[src/bsr_pkg.sv]
// Overview of operation
// - Keep host and guest copies; route each reference by current mode.
// - Selection covers explicit moves and implicit use at exception entry.
// - In Host mode guest copies never affect CPU behaviour.
// - In Guest mode host copies never affect CPU behaviour.
// - Host mode reaches each guest copy at its own alternate number.
// - Guest mode offers no number reaching any host copy.
// - Original register number and host copy share one storage.
// - Group-0 guest copies sit at same index in group 9.
// - Group-1, 2, 5 guest copies map one-to-one into group 9.
// - Host-handled interrupt or fault in Guest mode switches to Host mode.
package bsr_pkg;

	localparam int NREG = 20;
	localparam logic [4:0] ALT_GROUP = 5'h09;

	typedef struct packed {
		logic [4:0] idx;
		logic [4:0] grp;
	} bsr_regnum_s;

	typedef struct packed {
		logic        valid;
		logic        write;
		bsr_regnum_s num;
		logic [31:0] wdata;
	} bsr_access_s;

	// Original numbers, slot order shared with the alternate table
	localparam bsr_regnum_s ORIG_NUM [NREG] = '{
		'{5'h00, 5'h00}, '{5'h01, 5'h00}, '{5'h02, 5'h00}, '{5'h03, 5'h00},
		'{5'h05, 5'h00}, '{5'h0d, 5'h00}, '{5'h0e, 5'h00}, '{5'h1c, 5'h00},
		'{5'h1d, 5'h00}, '{5'h00, 5'h01}, '{5'h01, 5'h01}, '{5'h03, 5'h01},
		'{5'h04, 5'h01}, '{5'h08, 5'h01}, '{5'h00, 5'h02}, '{5'h06, 5'h02},
		'{5'h08, 5'h02}, '{5'h0d, 5'h02}, '{5'h0e, 5'h02}, '{5'h00, 5'h05}
	};

	// Indices within the alternate group for each guest copy
	localparam logic [4:0] ALT_IDX [NREG] = '{
		5'h00, 5'h01, 5'h02, 5'h03, 5'h05, 5'h0d, 5'h0e, 5'h1c, 5'h1d,
		5'h10, 5'h11, 5'h13, 5'h14, 5'h18, 5'h1e, 5'h06, 5'h08, 5'h15,
		5'h16, 5'h19
	};

	localparam int SLOT_PSW     = 4;
	localparam int SLOT_EIPC    = 0;
	localparam int SLOT_EIPSW   = 1;
	localparam int SLOT_EIIC    = 5;
	localparam int SLOT_FEPC    = 2;
	localparam int SLOT_FEPSW   = 3;
	localparam int SLOT_FEIC    = 6;
	localparam int SLOT_EBASE   = 11;

	localparam logic [31:0] RESET_VALUE = 32'h0000_0000;

endpackage

[src/bsr_decode.sv]
`timescale 1ns/1ps
// Maps a register number to a slot and copy
module bsr_decode (
	// Request
	input  wire logic                guest_mode,
	input  wire bsr_pkg::bsr_regnum_s num,
	// Result
	output logic                     hit,
	output logic                     to_guest,
	output logic [4:0]               slot
);
	always_comb begin
		hit = 1'b0;
		to_guest = 1'b0;
		slot = 5'h00;
		for (int i = 0; i < bsr_pkg::NREG; i++) begin
			if (num == bsr_pkg::ORIG_NUM[i]) begin
				hit = 1'b1;
				to_guest = guest_mode;
				slot = 5'(i);
			end
			if (!guest_mode && num.grp == bsr_pkg::ALT_GROUP &&
				num.idx == bsr_pkg::ALT_IDX[i]) begin
				hit = 1'b1;
				to_guest = 1'b1;
				slot = 5'(i);
			end
		end
	end
endmodule

[src/bsr_copy.sv]
`timescale 1ns/1ps
// One 32-bit storage word
module bsr_copy (
	// Clock and reset
	input  wire logic        core_clk,
	input  wire logic        resetn,
	// Write port
	input  wire logic        we,
	input  wire logic [31:0] wdata,
	// Value
	output logic [31:0]      value_q
);
	always_ff @(posedge core_clk) begin
		if (!resetn) begin
			value_q <= bsr_pkg::RESET_VALUE;
		end else if (we) begin
			value_q <= wdata;
		end
	end
endmodule

[src/bsr_mux.sv]
`timescale 1ns/1ps
// Banked exception-related system registers, host and guest copies
module bsr_mux (
	// Clock and reset
	input  wire logic                core_clk,
	input  wire logic                resetn,
	// Mode control
	input  wire logic                guest_mode_set,
	input  wire logic                host_return_to_guest,
	output logic                     guest_mode_q,
	// Move instructions
	input  wire bsr_pkg::bsr_access_s move_req,
	output logic                     move_hit,
	output logic [31:0]              move_rdata_q,
	output logic                     move_err_q,
	// Exception entry
	input  wire logic                external_int_request,
	input  wire logic                int_host_handled,
	input  wire logic                prot_fault,
	input  wire logic                guest_handling_config,
	input  wire logic                ei_take,
	input  wire logic [31:0]         ei_pc,
	input  wire logic [31:0]         ei_cause,
	input  wire logic                fe_take,
	input  wire logic [31:0]         fe_pc,
	input  wire logic [31:0]         fe_cause,
	input  wire logic [31:0]         new_psw,
	// Active views for execution
	output logic [31:0]              act_psw,
	output logic [31:0]              act_ebase,
	output logic                     to_host_q
);
	localparam int N = bsr_pkg::NREG;

	logic [31:0] host_v [N];
	logic [31:0] guest_v [N];
	logic [N-1:0] host_we;
	logic [N-1:0] guest_we;
	logic [31:0] host_wd [N];
	logic [31:0] guest_wd [N];
	logic        dec_guest;
	logic [4:0]  dec_slot;
	logic        go_host;
	logic        impl_guest;

	bsr_decode u_dec (
		.guest_mode (guest_mode_q),
		.num        (move_req.num),
		.hit        (move_hit),
		.to_guest   (dec_guest),
		.slot       (dec_slot)
	);

	assign go_host = guest_mode_q &&
		((external_int_request && int_host_handled && ei_take) ||
		 (prot_fault && !guest_handling_config && fe_take));

	// Implicit saves land in the host copy on a switch to Host mode, else in the copy of the current mode
	// Implicit use follows mode
	assign impl_guest = guest_mode_q && !go_host;

	always_ff @(posedge core_clk) begin
		if (!resetn) begin
			guest_mode_q <= 1'b0;
		end else if (go_host) begin
			guest_mode_q <= 1'b0;
		end else if (host_return_to_guest || guest_mode_set) begin
			guest_mode_q <= 1'b1;
		end
	end

	always_ff @(posedge core_clk) begin
		if (!resetn) begin
			to_host_q <= 1'b0;
		end else begin
			to_host_q <= go_host;
		end
	end

	always_comb begin
		for (int i = 0; i < N; i++) begin
			host_we[i] = 1'b0;
			guest_we[i] = 1'b0;
			host_wd[i] = move_req.wdata;
			guest_wd[i] = move_req.wdata;
		end
		if (move_req.valid && move_req.write && move_hit) begin
			if (dec_guest) begin
				guest_we[dec_slot] = 1'b1;
			end else begin
				host_we[dec_slot] = 1'b1;
			end
		end
		// Exception entry saves override a coincident move
		if (ei_take) begin
			if (impl_guest) begin
				guest_we[bsr_pkg::SLOT_EIPC] = 1'b1;
				guest_wd[bsr_pkg::SLOT_EIPC] = ei_pc;
				guest_we[bsr_pkg::SLOT_EIPSW] = 1'b1;
				guest_wd[bsr_pkg::SLOT_EIPSW] = guest_v[bsr_pkg::SLOT_PSW];
				guest_we[bsr_pkg::SLOT_EIIC] = 1'b1;
				guest_wd[bsr_pkg::SLOT_EIIC] = ei_cause;
				guest_we[bsr_pkg::SLOT_PSW] = 1'b1;
				guest_wd[bsr_pkg::SLOT_PSW] = new_psw;
			end else begin
				host_we[bsr_pkg::SLOT_EIPC] = 1'b1;
				host_wd[bsr_pkg::SLOT_EIPC] = ei_pc;
				host_we[bsr_pkg::SLOT_EIPSW] = 1'b1;
				host_wd[bsr_pkg::SLOT_EIPSW] = guest_mode_q ?
					guest_v[bsr_pkg::SLOT_PSW] : host_v[bsr_pkg::SLOT_PSW];
				host_we[bsr_pkg::SLOT_EIIC] = 1'b1;
				host_wd[bsr_pkg::SLOT_EIIC] = ei_cause;
				host_we[bsr_pkg::SLOT_PSW] = 1'b1;
				host_wd[bsr_pkg::SLOT_PSW] = new_psw;
			end
		end else if (fe_take) begin
			if (impl_guest) begin
				guest_we[bsr_pkg::SLOT_FEPC] = 1'b1;
				guest_wd[bsr_pkg::SLOT_FEPC] = fe_pc;
				guest_we[bsr_pkg::SLOT_FEPSW] = 1'b1;
				guest_wd[bsr_pkg::SLOT_FEPSW] = guest_v[bsr_pkg::SLOT_PSW];
				guest_we[bsr_pkg::SLOT_FEIC] = 1'b1;
				guest_wd[bsr_pkg::SLOT_FEIC] = fe_cause;
				guest_we[bsr_pkg::SLOT_PSW] = 1'b1;
				guest_wd[bsr_pkg::SLOT_PSW] = new_psw;
			end else begin
				host_we[bsr_pkg::SLOT_FEPC] = 1'b1;
				host_wd[bsr_pkg::SLOT_FEPC] = fe_pc;
				host_we[bsr_pkg::SLOT_FEPSW] = 1'b1;
				host_wd[bsr_pkg::SLOT_FEPSW] = guest_mode_q ?
					guest_v[bsr_pkg::SLOT_PSW] : host_v[bsr_pkg::SLOT_PSW];
				host_we[bsr_pkg::SLOT_FEIC] = 1'b1;
				host_wd[bsr_pkg::SLOT_FEIC] = fe_cause;
				host_we[bsr_pkg::SLOT_PSW] = 1'b1;
				host_wd[bsr_pkg::SLOT_PSW] = new_psw;
			end
		end
	end

	// Two banks; the original is the host copy itself
	for (genvar g = 0; g < N; g++) begin : g_bank
		bsr_copy u_host (
			.core_clk (core_clk),
			.resetn   (resetn),
			.we       (host_we[g]),
			.wdata    (host_wd[g]),
			.value_q  (host_v[g])
		);
		bsr_copy u_guest (
			.core_clk (core_clk),
			.resetn   (resetn),
			.we       (guest_we[g]),
			.wdata    (guest_wd[g]),
			.value_q  (guest_v[g])
		);
	end

	// Only the active bank drives execution
	assign act_psw = guest_mode_q ? guest_v[bsr_pkg::SLOT_PSW]
		: host_v[bsr_pkg::SLOT_PSW];
	assign act_ebase = guest_mode_q ? guest_v[bsr_pkg::SLOT_EBASE]
		: host_v[bsr_pkg::SLOT_EBASE];

	always_ff @(posedge core_clk) begin
		if (!resetn) begin
			move_rdata_q <= 32'h0000_0000;
			move_err_q <= 1'b0;
		end else if (move_req.valid) begin
			move_err_q <= !move_hit;
			if (!move_req.write && move_hit) begin
				move_rdata_q <= dec_guest ? guest_v[dec_slot] : host_v[dec_slot];
			end
		end else begin
			move_err_q <= 1'b0;
		end
	end

endmodule

[config.mk]
export PLATFORM = sky130hd
export DESIGN_NAME = bsr_mux
export DESIGN_NICKNAME = d
export VERILOG_FILES = /design/src/bsr_pkg.sv /design/src/bsr_decode.sv /design/src/bsr_copy.sv /design/src/bsr_mux.sv
export SDC_FILE = /design/constraint.sdc
export NUM_CORES = 2
export LEC_CHECK = 0
export BUFFER_PORTS_ARGS = -buffer_cell sky130_fd_sc_hd__buf_2
export CAP_MARGIN = 25
export CORE_MARGIN = 2
export CORE_UTILIZATION = 45
export CTS_CLUSTER_SIZE = 28
export DETAILED_ROUTE_END_ITERATION = 10
export PLACE_DENSITY_LB_ADDON = 0.08
export SETUP_SLACK_MARGIN = 0.4
export SYNTH_ARGS = -nofsm -noshare
export SYNTH_HDL_FRONTEND = slang
export SYNTH_SLANG_ARGS = --single-unit
[constraint.sdc]
create_clock -name core_clk -period 3.3 [get_ports core_clk]
set_input_delay 0.495 -clock core_clk [delete_from_list [all_inputs] [get_ports core_clk]]
set_output_delay 0.495 -clock core_clk [all_outputs]
set_load 0.02 [all_outputs]
==> results.py <==
metrics = {
    "synthesis": {
        "synth_area_leader_cell": "dfxtp_1",
        "synthArstFlopShare_pct": 0,
        "syn-mean-instance-area_sq_um": 7.73,
        "yosysWarnings": 0,
        "synth_cell_type_count": 80,
        "ys_ff_latch": 1315,
        "synth_enable_flop_cells": 0,
        "synthFlopType": "dfxtp_1",
        "synth_fp_nets": 8512,
        "yosys.area.top_type_share_pct": 41.0,
        "ys_seq_area_share_pct": 41.0,
        "synthCells": 8298,
        "ys_top_cells_by_area": "dfxtp_1, nand2_1, a21boi_0",
        "syn_area_sq_mm": 0.0641,
    },
    "cts": {
        "clockRootBuffer": "clkbuf_16",
        "cts_buffers": 149,
        "cts_buffer_depth": 3,
        "clk_latency_ns": 0.80,
        "cts_tree": "done",
        "cts_sinks": 1315,
        "cts.clk_slew.worst_paths_ns": 0.06,
        "htreeDepth": 4,
    },
    "timing": {
        "period_needed_ns": 3.74,
        "drv_slew": 0,
        "fmax_mhz": 267,
        "setup_violations": 1211,
        "fin_ws_ns": -0.439,
        "skew_ns": 0.0297,
        "worst_slew_pin_slew_ns": 1.04,
        "final_hold_viol_count": 0,
        "rsz0062_at_grt": "yes",
        "relSlewSlack_pct": 30.7,
        "post-route-period-util_pct": 113,
    },
    "routing": {
        "drt_wl_total_um": 317000,
        "vias_per_cell": 6.20,
        "drtIter0Drc": 8718,
        "drt-pass1-iter-count": 8,
        "drc": 0,
        "routedWlPerCell_um": 28.8,
        "ant_nets": 0,
        "vias": 68300,
    },
    "worst_setup_path": {
        "r2r-end": "move_rdata_q[18]",
        "worstPathArrival_ns": 4.42,
        "critPathCaptureType": "flop",
        "r2r_cells": 15,
        "rrSetupSlack_ns": -0.44,
        "path_max_fanout": 15,
        "cp-start-kind": "flop",
        "required_ns": 3.99,
        "critPathKind": "flop to flop",
        "r2r-start": "guest_mode_q",
    },
    "pwr": {
        "p_leak_uw": 0.0327,
        "p_per_area_mw_per_mm2": 432,
        "vdd_drop_max_mv": 0.481,
        "total_power_uw": 37600,
    },
    "layout": {
        "fin_nets": 9228,
        "drive_gt1_share_pct": 25.0,
        "area_delta_synth_final_pct": 35.7,
        "fin_cells": 11000,
        "fillers": 12300,
    },
    "placed_design": {
        "dp_hpwl_um": 196000,
        "io_buffers": 313,
        "dpl.cell_count": 10400,
        "place_congestion": 0.955,
    },
    "die": {
        "ios": 314,
        "fp.dieW_um": 382,
        "die_area_sq_mm": 0.146,
        "rows": 138,
        "start_util_pct": 45.3,
        "core_area_sq_mm": 0.142,
        "die_h_um": 382,
    },
    "grt": {
        "grt_overflow_total": 0,
        "grt.total_usage_pct": 39.7,
        "grt_antenna_before_repair": 12,
        "grt_pass1_wl_um": 432000,
        "grt_max_degree": 157,
        "first_global_vias": 61300,
    },
    "outcome": {
        "violations": "setup timing",
        "status": "finished with violations",
    },
    "worst_hold_path": {
        "hold_end": "g_bank[4].u_host.value_q[22]",
        "hold_start": "new_psw[22]",
        "hold_path_class": "primary input to flop",
        "holdPathStages": 3,
    },
    "flow_run": {
        "drv_cap": 0,
    },
}
-- cell usage in the layout (no fill, tap or decap), types with 22 or more instances in the layout --
cell type | netlist | final
nand2_1 | 2420 | 2279
dfxtp_1 | 1315 | 1314
buf_4 | 15 | 597
a21boi_0 | 674 | 500
o21ai_0 | 530 | 492
mux2i_1 | 504 | 464
buf_2 | 178 | 311
a21oi_1 | 316 | 295
a21boi_1 | 126 | 268
nor2_1 | 263 | 231
buf_12 | 0 | 217
nand3_1 | 210 | 197
clkbuf_16 | 0 | 195
a31oi_1 | 174 | 168
a221oi_2 | 0 | 144
buf_6 | 2 | 112
dlygate4sd3_1 | 0 | 99
nand2_2 | 0 | 81
a221oi_1 | 230 | 65
and2_1 | 89 | 58
o22ai_1 | 63 | 54
nor2b_1 | 50 | 49
nand2_4 | 0 | 47
a211oi_1 | 86 | 45
a211oi_2 | 0 | 40
clkbuf_1 | 656 | 36
inv_1 | 36 | 35
buf_16 | 0 | 34
nor3_1 | 51 | 33
mux2_2 | 32 | 32
a21boi_2 | 0 | 32
clkbuf_8 | 0 | 32
mux2i_2 | 0 | 26
buf_8 | 0 | 26
nor2_4 | 2 | 23
and2_4 | 0 | 22
clkinv_2 | 0 | 22
-- critical path, cell delays in order (launching register included) --
cell,delay (ns)
dfxtp_4,0.37
buf_6,0.12
or4b_4,0.53
a2111oi_4,0.32
buf_4,0.18
a2111oi_2,0.04
buf_4,0.16
o2111a_4,0.22
buf_12,0.22
buf_12,0.16
mux2i_2,0.22
buf_4,0.15
o22ai_1,0.11
a31oi_2,0.35
a211oi_2,0.15
a221o_1,0.27
-- sequential cells by signal, indices dropped and copies added, names as in the netlist --
register and flops:
to_host_q 1, guest_mode_q 1, g_bank.u_host.value_q 640, move_err_q 1
g_bank.u_guest.value_q 640, move_rdata_q 32
-- layout make-up --
| type | count | area (sq um) | share of cell area, % |
|---|---|---|---|
| timing repair buffer | 1443 | 15200 | 17.4 |
| antenna | 3 | 7.51 | 0.00863 |
| sequential | 1315 | 26300 | 30.3 |
| multi-input combinational | 6069 | 38100 | 43.8 |
| clock inverter | 40 | 478 | 0.549 |
| inverter | 36 | 135 | 0.155 |
| clock buffer | 220 | 4380 | 5.03 |
| tap | 1890 | 2360 | 2.72 |
-- power by group --
group | switching [uW] | internal, uW | total (uW)
sequential | 372 | 16300 | 16700
combinational | 2480 | 1550 | 4020
clock | 7220 | 9730 | 16900
total | 10100 | 27600 | 37600
-- how the worst max path moves through the flow --
stage | startpoint | endpoint | slack, ns | cells past startpoint
after floorplan | move_req[34] | move_rdata_q[29] | 0.004 | 11
after global placement | move_req[37] | g_bank[0].u_host.value_q[10] | -1.13 | 16
after detailed placement | move_req[33] | move_rdata_q[16] | -1.02 | 15
after CTS | guest_mode_q | move_rdata_q[31] | -0.35 | 14
after global routing | guest_mode_q | move_rdata_q[31] | -0.45 | 15
final | guest_mode_q | move_rdata_q[18] | -0.44 | 15
-- per-layer routing --
metal	vias up	part of all wire, %	GRT usage (%)
met5	-	0.011	0
met4	6	6.4	16.3
met3	959	11	8.77
met2	4287	43	60.0
met1	33000	40	54.5
li1	30100	-	-
-- cell usage after synthesis (4+ instances only) --
master	number
a211oi_1	86
a311oi_1	6
nor2b_1	50
a32oi_1	5
mux2i_1	504
nand2_1	2420
o211ai_1	7
a211o_1	15
buf_4	15
nand2b_1	10
nor4_2	5
or3_1	7
or2_2	6
nor2_1	263
nor4b_1	4
buf_2	178
dfxtp_1	1315
mux2_2	32
a22oi_1	34
a31oi_1	174
o22ai_1	63
buf_1	27
a221o_1	16
a21boi_0	674
nand3b_1	5
clkbuf_1	656
inv_1	36
nand4_1	8
a221oi_1	230
nand4b_1	5
nand3_1	210
or4b_1	4
nor4_1	22
o221ai_1	5
or4_1	7
nor3_1	51
and3_1	17
o21ai_0	530
a21boi_1	126
nor3_2	5
and2_1	89
a21oi_1	316
-- cell families (layout without fill, tap and decap cells) --
family,Yosys count,in the layout,synth area share [%]
compound gates,2314,2314,24.0
xor+xnor,4,4,0.0546
buf+inv,914,1739,5.81
flops,1315,1315,41.0
mux,536,536,8.43
other cells,0,3,0
simple gates,3215,3215,20.7
-- through the flow --
step / hold slack (ns) / area [sq um] / worst slack [ns] / TNS [ns] / utilization [%]
after floorplan: 0.430 / 65100 / 0.00449 / 0 / -
after global placement: 0.436 / 73000 / -1.13 / -1019.90 / 51.5
after detailed placement: 0.442 / 73000 / -1.02 / -929.42 / 51.6
after CTS: 0.000260 / 82100 / -0.346 / -149.43 / 58.0
after global routing: 0.0218 / 87000 / -0.446 / -241.35 / 61.4
final: 0.0407 / 87000 / -0.439 / -167.03 / 61.4
-- timing repair --
item / 4_1_cts / 5_1_grt
cloned: 35 / 53
pin swaps: 137 / 279
buffers inserted: 82 / 97
gates resized for setup: 499 / 674
hold buffers: 99 / 0
endpoints found under the setup margin: 1367 / 1366
hold endpoints to repair: 164 / 0
Power figures use the tool's default switching activity.
